[src/hw/sob_params.svh]
/*
  Constants of the start-up option byte loader: addresses, field positions,
  reset values and timing counts. Assumes it is included by bare name.
*/
`ifndef SOB_PARAMS_SVH
`define SOB_PARAMS_SVH

// External data move addresses of the two option bytes
`define SOB_ADDR_LOW 16'hFB00
`define SOB_ADDR_HIGH 16'hFB01

// Low option byte fields
`define SOB_WDT_CLK_BIT 7
`define SOB_RST_PIN_BIT 6
`define SOB_PORT_LVL_BIT 5
`define SOB_BOD_HI_BIT 4
`define SOB_BOD_LO_BIT 3
`define SOB_XFILT_BIT 2
`define SOB_OSC_HI_BIT 1
`define SOB_OSC_LO_BIT 0

// High option byte fields
`define SOB_PLOCK_BIT 7
`define SOB_DLOCK_BIT 6
`define SOB_HZ_EVEN_BIT 1
`define SOB_HZ_ODD_BIT 0

// Holding register value from each reset until capture (erased flash)
`define SOB_RESET_BYTE 8'hFF
`define SOB_PORT_HIGH 8'hFF
`define SOB_PORT_LOW 8'h00
`define SOB_ZERO_BYTE 8'h00

// Cycles the synchronised bytes must stay steady before capture
`define SOB_SETTLE_CYCLES 2'h3
`define SOB_SETTLE_WIDTH 2

// Watchdog RC oscillator rate, in kHz
`define SOB_WDT_RC_KHZ 500

`endif

[src/hw/sob_pkg.sv]
/*
  Types of the start-up option byte loader.
  Assumes nothing beyond a SystemVerilog compiler.
*/
package sob_pkg;

  // Brownout threshold, in order 4.5 V, 3.8 V, 2.6 V
  typedef enum logic [1:0] {
    sob_bod_4v5,
    sob_bod_3v8,
    sob_bod_2v6
  } sob_bod_t;

  // Processor clock source, in field encoding order
  typedef enum logic [1:0] {
    sob_osc_crystal,
    sob_osc_internal_rc,
    sob_osc_reserved,
    sob_osc_external
  } sob_osc_t;

  // Loader sequencing
  typedef enum logic [0:0] {
    sob_st_sample,
    sob_st_hold
  } sob_state_t;

endpackage
[src/hw/sob_opt_if.sv]
/*
  Carrier between the loader and its field decoder: held option bytes out,
  decoded fields back. Assumes both ends run on the same clock.
*/
`timescale 1ns/100ps
interface sob_opt_if;
  logic [7:0] options_low;
  logic [7:0] options_high;
  logic watchdog_clock_select;
  logic reset_pin_off;
  logic port_reset_level;
  sob_pkg::sob_bod_t brownout_level_select;
  logic crystal_filter_enable;
  sob_pkg::sob_osc_t osc_source;
  logic program_read_blocked;
  logic data_read_blocked;
  logic lock_unsupported;
  logic pwm_hz_even;
  logic pwm_hz_odd;

  modport loader (
    output options_low,
    output options_high,
    input watchdog_clock_select,
    input reset_pin_off,
    input port_reset_level,
    input brownout_level_select,
    input crystal_filter_enable,
    input osc_source,
    input program_read_blocked,
    input data_read_blocked,
    input lock_unsupported,
    input pwm_hz_even,
    input pwm_hz_odd
  );

  modport decoder (
    input options_low,
    input options_high,
    output watchdog_clock_select,
    output reset_pin_off,
    output port_reset_level,
    output brownout_level_select,
    output crystal_filter_enable,
    output osc_source,
    output program_read_blocked,
    output data_read_blocked,
    output lock_unsupported,
    output pwm_hz_even,
    output pwm_hz_odd
  );
endinterface

[src/hw/sob_decode.sv]
/*
  Combinational field decoder of the two held option bytes.
  Assumes the loader holds the bytes steady between resets.
*/
`timescale 1ns/100ps
`include "sob_params.svh"
module sob_decode (
  sob_opt_if.decoder opt
);
  import sob_pkg::*;

  logic osc_hi;
  logic osc_lo;

  assign osc_hi = opt.options_low[`SOB_OSC_HI_BIT];
  assign osc_lo = opt.options_low[`SOB_OSC_LO_BIT];

  always_comb begin
    opt.watchdog_clock_select = opt.options_low[`SOB_WDT_CLK_BIT];
    opt.reset_pin_off = opt.options_low[`SOB_RST_PIN_BIT];
    opt.port_reset_level = opt.options_low[`SOB_PORT_LVL_BIT];
    if (opt.options_low[`SOB_BOD_HI_BIT]) begin
      opt.brownout_level_select = sob_bod_2v6;
    end else if (opt.options_low[`SOB_BOD_LO_BIT]) begin
      opt.brownout_level_select = sob_bod_3v8;
    end else begin
      opt.brownout_level_select = sob_bod_4v5;
    end
    opt.crystal_filter_enable = opt.options_low[`SOB_XFILT_BIT];
    case ({osc_hi, osc_lo})
      2'b00: opt.osc_source = sob_osc_crystal;
      2'b01: opt.osc_source = sob_osc_internal_rc;
      2'b10: opt.osc_source = sob_osc_reserved;
      default: opt.osc_source = sob_osc_external;
    endcase
    // A clear lock bit blocks outside reads
    opt.program_read_blocked = ~opt.options_high[`SOB_PLOCK_BIT];
    opt.data_read_blocked = ~opt.options_high[`SOB_DLOCK_BIT];
    opt.lock_unsupported = opt.options_high[`SOB_PLOCK_BIT] &
                           ~opt.options_high[`SOB_DLOCK_BIT];
    opt.pwm_hz_even = opt.options_high[`SOB_HZ_EVEN_BIT];
    opt.pwm_hz_odd = opt.options_high[`SOB_HZ_ODD_BIT];
  end
endmodule

[src/hw/sob_loader.sv]
/*
  Start-up option byte loader: captures the two flash option bytes after
  reset, holds them until the next reset, decodes their fields and answers
  external data move reads at their addresses.
  Assumes the flash array drives the bytes as steady levels from another
  domain, and that flash programming itself lies outside this block.
*/
`timescale 1ns/100ps
`include "sob_params.svh"
module sob_loader (
  // Clock and reset
  input wire logic clock,
  input wire logic resetn,
  // Option bytes from the flash array
  input wire logic [7:0] flash_options_low,
  input wire logic [7:0] flash_options_high,
  // External data move read port
  input wire logic xdata_rd,
  input wire logic [15:0] xdata_addr,
  output logic xdata_rvalid,
  output logic xdata_hit,
  output logic [7:0] xdata_rdata,
  // Load status
  output logic options_valid,
  // Decoded clock and reset options
  output logic watchdog_clock_select,
  output logic reset_pin_off,
  output logic port_reset_level,
  output logic [7:0] port_reset_value,
  output sob_pkg::sob_bod_t brownout_level_select,
  output logic crystal_filter_enable,
  output sob_pkg::sob_osc_t osc_source,
  output logic osc_reserved,
  // Protection and PWM drive options
  output logic program_read_blocked,
  output logic data_read_blocked,
  output logic lock_unsupported,
  output logic pwm_hz_even,
  output logic pwm_hz_odd
);
  import sob_pkg::*;

  sob_opt_if opt ();

  sob_decode u_decode (
    .opt(opt.decoder)
  );

  // Three-stage synchronisers on the flash bytes
  logic [7:0] low_s1;
  logic [7:0] low_s2;
  logic [7:0] low_s3;
  logic [7:0] high_s1;
  logic [7:0] high_s2;
  logic [7:0] high_s3;
  logic [7:0] next_low_s1;
  logic [7:0] next_low_s2;
  logic [7:0] next_low_s3;
  logic [7:0] next_high_s1;
  logic [7:0] next_high_s2;
  logic [7:0] next_high_s3;

  always_comb begin
    next_low_s1 = flash_options_low;
    next_low_s2 = low_s1;
    next_low_s3 = low_s2;
    next_high_s1 = flash_options_high;
    next_high_s2 = high_s1;
    next_high_s3 = high_s2;
  end

  always_ff @(posedge clock) begin
    low_s1 <= next_low_s1;
    low_s2 <= next_low_s2;
    low_s3 <= next_low_s3;
    high_s1 <= next_high_s1;
    high_s2 <= next_high_s2;
    high_s3 <= next_high_s3;
  end

  logic bytes_agree;
  assign bytes_agree = (low_s2 == low_s3) && (high_s2 == high_s3);

  // Capture sequencing
  sob_state_t state;
  sob_state_t next_state;
  logic [`SOB_SETTLE_WIDTH-1:0] settle_count;
  logic [`SOB_SETTLE_WIDTH-1:0] next_settle_count;
  logic [7:0] held_low;
  logic [7:0] held_high;
  logic [7:0] next_held_low;
  logic [7:0] next_held_high;

  always_comb begin
    next_state = state;
    next_settle_count = settle_count;
    next_held_low = held_low;
    next_held_high = held_high;
    case (state)
      sob_st_sample: begin
        // Any disagreement restarts the settling wait
        if (!bytes_agree) begin
          next_settle_count = '0;
        end else if (settle_count == `SOB_SETTLE_CYCLES) begin
          next_held_low = low_s3;
          next_held_high = high_s3;
          next_state = sob_st_hold;
        end else begin
          next_settle_count = settle_count + 1'b1;
        end
      end
      sob_st_hold: begin
        // Flash changes are ignored until the next reset
        next_state = sob_st_hold;
      end
      default: begin
        next_state = sob_st_sample;
      end
    endcase
  end

  // Every reset re-enters sampling, so reprogrammed bytes take effect
  always_ff @(posedge clock) begin
    if (!resetn) begin
      state <= sob_st_sample;
      settle_count <= '0;
      held_low <= `SOB_RESET_BYTE;
      held_high <= `SOB_RESET_BYTE;
    end else begin
      state <= next_state;
      settle_count <= next_settle_count;
      held_low <= next_held_low;
      held_high <= next_held_high;
    end
  end

  assign opt.options_low = held_low;
  assign opt.options_high = held_high;

  // Registered decoded outputs
  logic next_valid;
  logic [7:0] next_port_value;
  logic next_osc_reserved;

  always_comb begin
    next_valid = (state == sob_st_hold);
    next_port_value = opt.port_reset_level ? `SOB_PORT_HIGH : `SOB_PORT_LOW;
    next_osc_reserved = (opt.osc_source == sob_osc_reserved);
  end

  always_ff @(posedge clock) begin
    if (!resetn) begin
      options_valid <= 1'b0;
      watchdog_clock_select <= 1'b0;
      reset_pin_off <= 1'b0;
      port_reset_level <= 1'b0;
      port_reset_value <= `SOB_PORT_LOW;
      brownout_level_select <= sob_bod_4v5;
      crystal_filter_enable <= 1'b0;
      osc_source <= sob_osc_crystal;
      osc_reserved <= 1'b0;
      program_read_blocked <= 1'b0;
      data_read_blocked <= 1'b0;
      lock_unsupported <= 1'b0;
      pwm_hz_even <= 1'b0;
      pwm_hz_odd <= 1'b0;
    end else begin
      options_valid <= next_valid;
      watchdog_clock_select <= opt.watchdog_clock_select;
      reset_pin_off <= opt.reset_pin_off;
      port_reset_level <= opt.port_reset_level;
      port_reset_value <= next_port_value;
      brownout_level_select <= opt.brownout_level_select;
      crystal_filter_enable <= opt.crystal_filter_enable;
      osc_source <= opt.osc_source;
      osc_reserved <= next_osc_reserved;
      program_read_blocked <= opt.program_read_blocked;
      data_read_blocked <= opt.data_read_blocked;
      lock_unsupported <= opt.lock_unsupported;
      pwm_hz_even <= opt.pwm_hz_even;
      pwm_hz_odd <= opt.pwm_hz_odd;
    end
  end

  // External data move read answer, one cycle after the strobe
  logic next_rvalid;
  logic next_hit;
  logic [7:0] next_rdata;

  always_comb begin
    next_rvalid = xdata_rd;
    next_hit = 1'b0;
    next_rdata = `SOB_ZERO_BYTE;
    if (xdata_rd) begin
      if (xdata_addr == `SOB_ADDR_LOW) begin
        next_hit = 1'b1;
        next_rdata = held_low;
      end else if (xdata_addr == `SOB_ADDR_HIGH) begin
        next_hit = 1'b1;
        next_rdata = held_high;
      end else begin
        next_hit = 1'b0;
        next_rdata = `SOB_ZERO_BYTE;
      end
    end
  end

  always_ff @(posedge clock) begin
    if (!resetn) begin
      xdata_rvalid <= 1'b0;
      xdata_hit <= 1'b0;
      xdata_rdata <= `SOB_ZERO_BYTE;
    end else begin
      xdata_rvalid <= next_rvalid;
      xdata_hit <= next_hit;
      xdata_rdata <= next_rdata;
    end
  end

endmodule

[config.mk]
export PLATFORM = sky130hd
export DESIGN_NAME = sob_loader
export DESIGN_NICKNAME = d
export VERILOG_FILES = /design/src/hw/sob_pkg.sv /design/src/hw/sob_opt_if.sv /design/src/hw/sob_decode.sv /design/src/hw/sob_loader.sv
export VERILOG_INCLUDE_DIRS = /design/src /design/src/hw
export SDC_FILE = /design/constraint.sdc
export NUM_CORES = 1
export LEC_CHECK = 0
export BUFFER_PORTS_ARGS = -buffer_cell sky130_fd_sc_hd__buf_4
export CORE_UTILIZATION = 40
export DETAILED_ROUTE_END_ITERATION = 10
export PLACE_DENSITY = 0.59
export REMOVE_ABC_BUFFERS = 1
export SLEW_MARGIN = 20
export SYNTH_ARGS = -nofsm -noshare
export SYNTH_HDL_FRONTEND = slang
export SYNTH_HIERARCHICAL = 1
export SYNTH_SLANG_ARGS = --single-unit
[constraint.sdc]
create_clock -name clock -period 2.4 [get_ports clock]
set_input_delay 0.48 -clock clock [delete_from_list [all_inputs] [get_ports clock]]
set_output_delay 0.48 -clock clock [all_outputs]
set_load 0.02 [all_outputs]
==> results_dict.tcl <==
set metrics [dict create \
    outcome "finished, final reports clean" \
    coreArea_um2 6870 \
    die_w_um 87.0 \
    fin_crit_ps 1750 \
    min_delay_worst_endpoint "high_s1[1]" \
    power_density_nw_per_um2 791 \
    grt_start_max_net_pins 37 \
    p_leak_nw 1.63 \
    maxSlewViolCount 0 \
    internal_power_w 0.00224 \
    floorplan.rows 30 \
    worstSetupStartpointType "register" \
    clock_tree.root_cell "sky130_fd_sc_hd__clkbuf_8" \
    syn_avg_cell_area_um2 11.6 \
    slew-limit-headroom_pct 63.8 \
    yosys_register_bits 92 \
    drt_iter0_markers 75 \
    seq_area_frac_synth_pct 63.8 \
    transition_at_the_pin_with_the_smallest_max_transition_slack_ps 543 \
    sequentialPowerShare_pct 56.9 \
    rsz0062_at_grt "no" \
    worstPathRequired_ps 2610 \
    ant_nets 0 \
    crit_slowest_cell "sky130_fd_sc_hd__and3b_1" \
    post-synth-top-area-fraction_pct 63.8 \
    worstHoldPathType "in2reg" \
    grt.overflow.total 0 \
    cts.reportedPaths.clkPinSlew_ps 80 \
    grt_util_all_layers_pct 12.5 \
    tns_ps 0 \
    die_area_um2 7560 \
    design_area_um2 3560 \
    ctsHoldBuffers 0 \
    p_clk_share_pct 38.4 \
    drt_wl_total_um 4140 \
    cp-end-kind "register" \
    synth_top_area_cell "sky130_fd_sc_hd__dfxtp_1" \
    postPlaceCellArea_um2 3340 \
    share_of_the_clock_period_used_by_the_worst_path_pct 73.0 \
    layout-area-overhead-vs-synth_pct 23.3 \
    timing.reg2reg.worst_path_depth 5 \
    max_stage_delay_ps 550 \
    worst-r2r-setup-slack_ps 650 \
    tritoncts "built" \
    route.detailed.wl_per_inst_um 10.4 \
    crit-reg2reg-capture "held_high[5]" \
    viasPerCell 4.28 \
    antenna_cell_count 0 \
    ctsLongestPathBuffers 2 \
    ys_top_cells_by_area "sky130_fd_sc_hd__dfxtp_1 64%, sky130_fd_sc_hd__nand4b_1 4.9%, sky130_fd_sc_hd__xnor2_1 4.9%" \
    post_cts.resized_instances 0 \
    arrival_ps 1960 \
    layout.core_utilization_pct 51.8 \
    path_class "reg2reg" \
    power_frac_comb_pct 4.7 \
    clock-skew-final_ps 5.28 \
    holdPathStages 1 \
    maxCapViolCount 0 \
    hpwlAfterDp_um 2930 \
    drive_above_1_share_pct 28.4 \
    vdd_drop_max_mv 0.354 \
    vertical_extent_of_the_die_um 87.0 \
    syn_inst 248 \
    critical_path.top_delay_family "simple AND/OR/NAND/NOR gates" \
    number_of_buffer_and_inverter_stages_on_the_critical_path 0 \
    setup_violations 0 \
    synth-warning-count 6 \
    achievable-frequency_mhz 571 \
    placement.io_buffers 67 \
    gp_routability_congestion 0.684 \
    clock_sinks 92 \
    antenna_found_initial 0 \
    fill_cells 646 \
    post_synth_instance_area_um2 2890 \
    start_util_pct 42.0 \
    netSwitchingFraction_pct 20.3 \
    cts_htree_levels 3 \
    cts_setup_buffers 0 \
    net-switching-power_w 0.000573 \
    drc 0 \
    design_power_w 0.00282 \
    route.vias.total 1709 \
    boundaryPins 68 \
    finish.net_count 334 \
    crit-reg2reg-launch "high_s3[2]" \
    num_cts_buffers 9 \
    drt-pass1-iter-count 4 \
    grt_pass1_vias 1544 \
    grt_pass1_wl_um 6920 \
    path_cells "xnor2_1, nand4_1, nor4_2, and3b_1, o211ai_1" \
    clkLatencyLatePin_ps 350 \
    post_synth_cell_types 27 \
    worst_hold_startpoint "flash_options_high[1]" \
    hold_viol_final 0 \
    cp_max_fo 16 \
]
==> routing by layer <==
metal | global-route usage, % | part of all wire (%)
met1 | 15.2 | 49
met2 | 17.8 | 42
met3 | 4.27 | 6.6
met4 | 10.0 | 2.8
met5 | 0 | 0
==> sequential cells by signal (all words and copies together), names as in the netlist, 2 cells and up <==
| signal | flops |
|---|---|
| osc_source | 2 |
| low_s3 | 8 |
| settle_count | 2 |
| held_low | 8 |
| high_s3 | 8 |
| xdata_rdata | 8 |
| low_s2 | 8 |
| held_high | 8 |
| high_s1 | 8 |
| low_s1 | 8 |
| brownout_level_select | 2 |
| high_s2 | 8 |
==> Yosys cell counts (all sizes together) <==
master and n:
a21oi 1, a31oi 1, and2 15, and3b 1, and4b 1, buf 20, clkbuf 10, dfxtp 92
ha 1, inv 20, mux2i 8, nand2 1, nand3 3, nand3b 1, nand4 8, nand4b 16
nor2 10, nor2b 4, nor3 1, nor4 1, o211ai 16, or4 1, xnor2 16
==> kinds of logic (layout without fill, tap and decap cells) <==
group	after synthesis	in the layout	synth area share [%]
flip-flops	92	92	63.8
AND/OR/NAND/NOR	63	63	14.7
buffers and inverters	50	105	8.93
AO/OA/AOI/OAI	18	18	4.55
XOR/XNOR	16	16	4.85
multiplexers	8	8	2.77
adder cells (fa/ha/maj)	1	1	0.433
==> placed cells by master, fill, tap and decap left out, types with 2 or more instances in the layout <==
| cell | netlist | layout |
|---|---|---|
| sky130_fd_sc_hd__buf_4 | 16 | 69 |
| sky130_fd_sc_hd__o211ai_1 | 16 | 16 |
| sky130_fd_sc_hd__xnor2_1 | 16 | 16 |
| sky130_fd_sc_hd__bufinv_16 | 0 | 2 |
| sky130_fd_sc_hd__clkbuf_8 | 0 | 9 |
| sky130_fd_sc_hd__mux2i_1 | 8 | 8 |
| sky130_fd_sc_hd__and2_1 | 15 | 15 |
| sky130_fd_sc_hd__nand4b_1 | 16 | 16 |
| sky130_fd_sc_hd__dfxtp_1 | 92 | 92 |
| sky130_fd_sc_hd__nand3_1 | 3 | 3 |
| sky130_fd_sc_hd__clkinvlp_4 | 0 | 2 |
| sky130_fd_sc_hd__nor2_1 | 10 | 10 |
| sky130_fd_sc_hd__nand4_1 | 8 | 8 |
| sky130_fd_sc_hd__nor2b_1 | 3 | 3 |
| sky130_fd_sc_hd__inv_1 | 20 | 20 |
==> stage by stage <==
step / setup WS, ps / std cells / hold slack (ps)
finish: 647 / 399 / 228
global route: 377 / 399 / 194
CTS: 591 / 399 / 199
detailed placement: 546 / 383 / 312
global placement: 597 / 383 / 311
floorplan: 28.0 / 218 / 310
==> power groups by stage <==
stage	Sequential, W	Clock [W]	Combinational, W
global route	0.00161	0.00120	0.000144
finish	0.00160	0.00108	0.000133
CTS	0.00160	0.00113	0.000135
floorplan	0.00165	0	0.0000357
detailed placement	0.00164	0	0.000135
global placement	0.00164	0	0.000134
==> how the worst max path moves through the flow <==
| stage | from | endpoint | slack (ps) | cells past startpoint |
|---|---|---|---|---|
| 2_1_floorplan | high_s3[2] | held_high[0] | 30 | 5 |
| 3_3_place_gp | xdata_addr[5] | xdata_rdata[1] | 600 | 5 |
| 3_5_place_dp | xdata_addr[5] | xdata_rdata[6] | 550 | 5 |
| 4_1_cts | low_s3[3] | held_high[5] | 590 | 5 |
| 5_1_grt | low_s3[3] | held_high[5] | 380 | 5 |
| 6_report | high_s3[2] | held_high[5] | 650 | 5 |
==> final cells by class <==
class | instances | area [µm²] | share of cell area, %
flip-flops and latches | 92 | 1840 | 51.7
multi-input cells | 106 | 788 | 22.1
repair buffers | 69 | 518 | 14.6
clock buffers | 10 | 128 | 3.59
well taps | 96 | 120 | 3.37
clock inverters | 6 | 88.8 | 2.50
inverters | 20 | 75.1 | 2.11
Note: power is estimated with default switching activity, not from simulation.
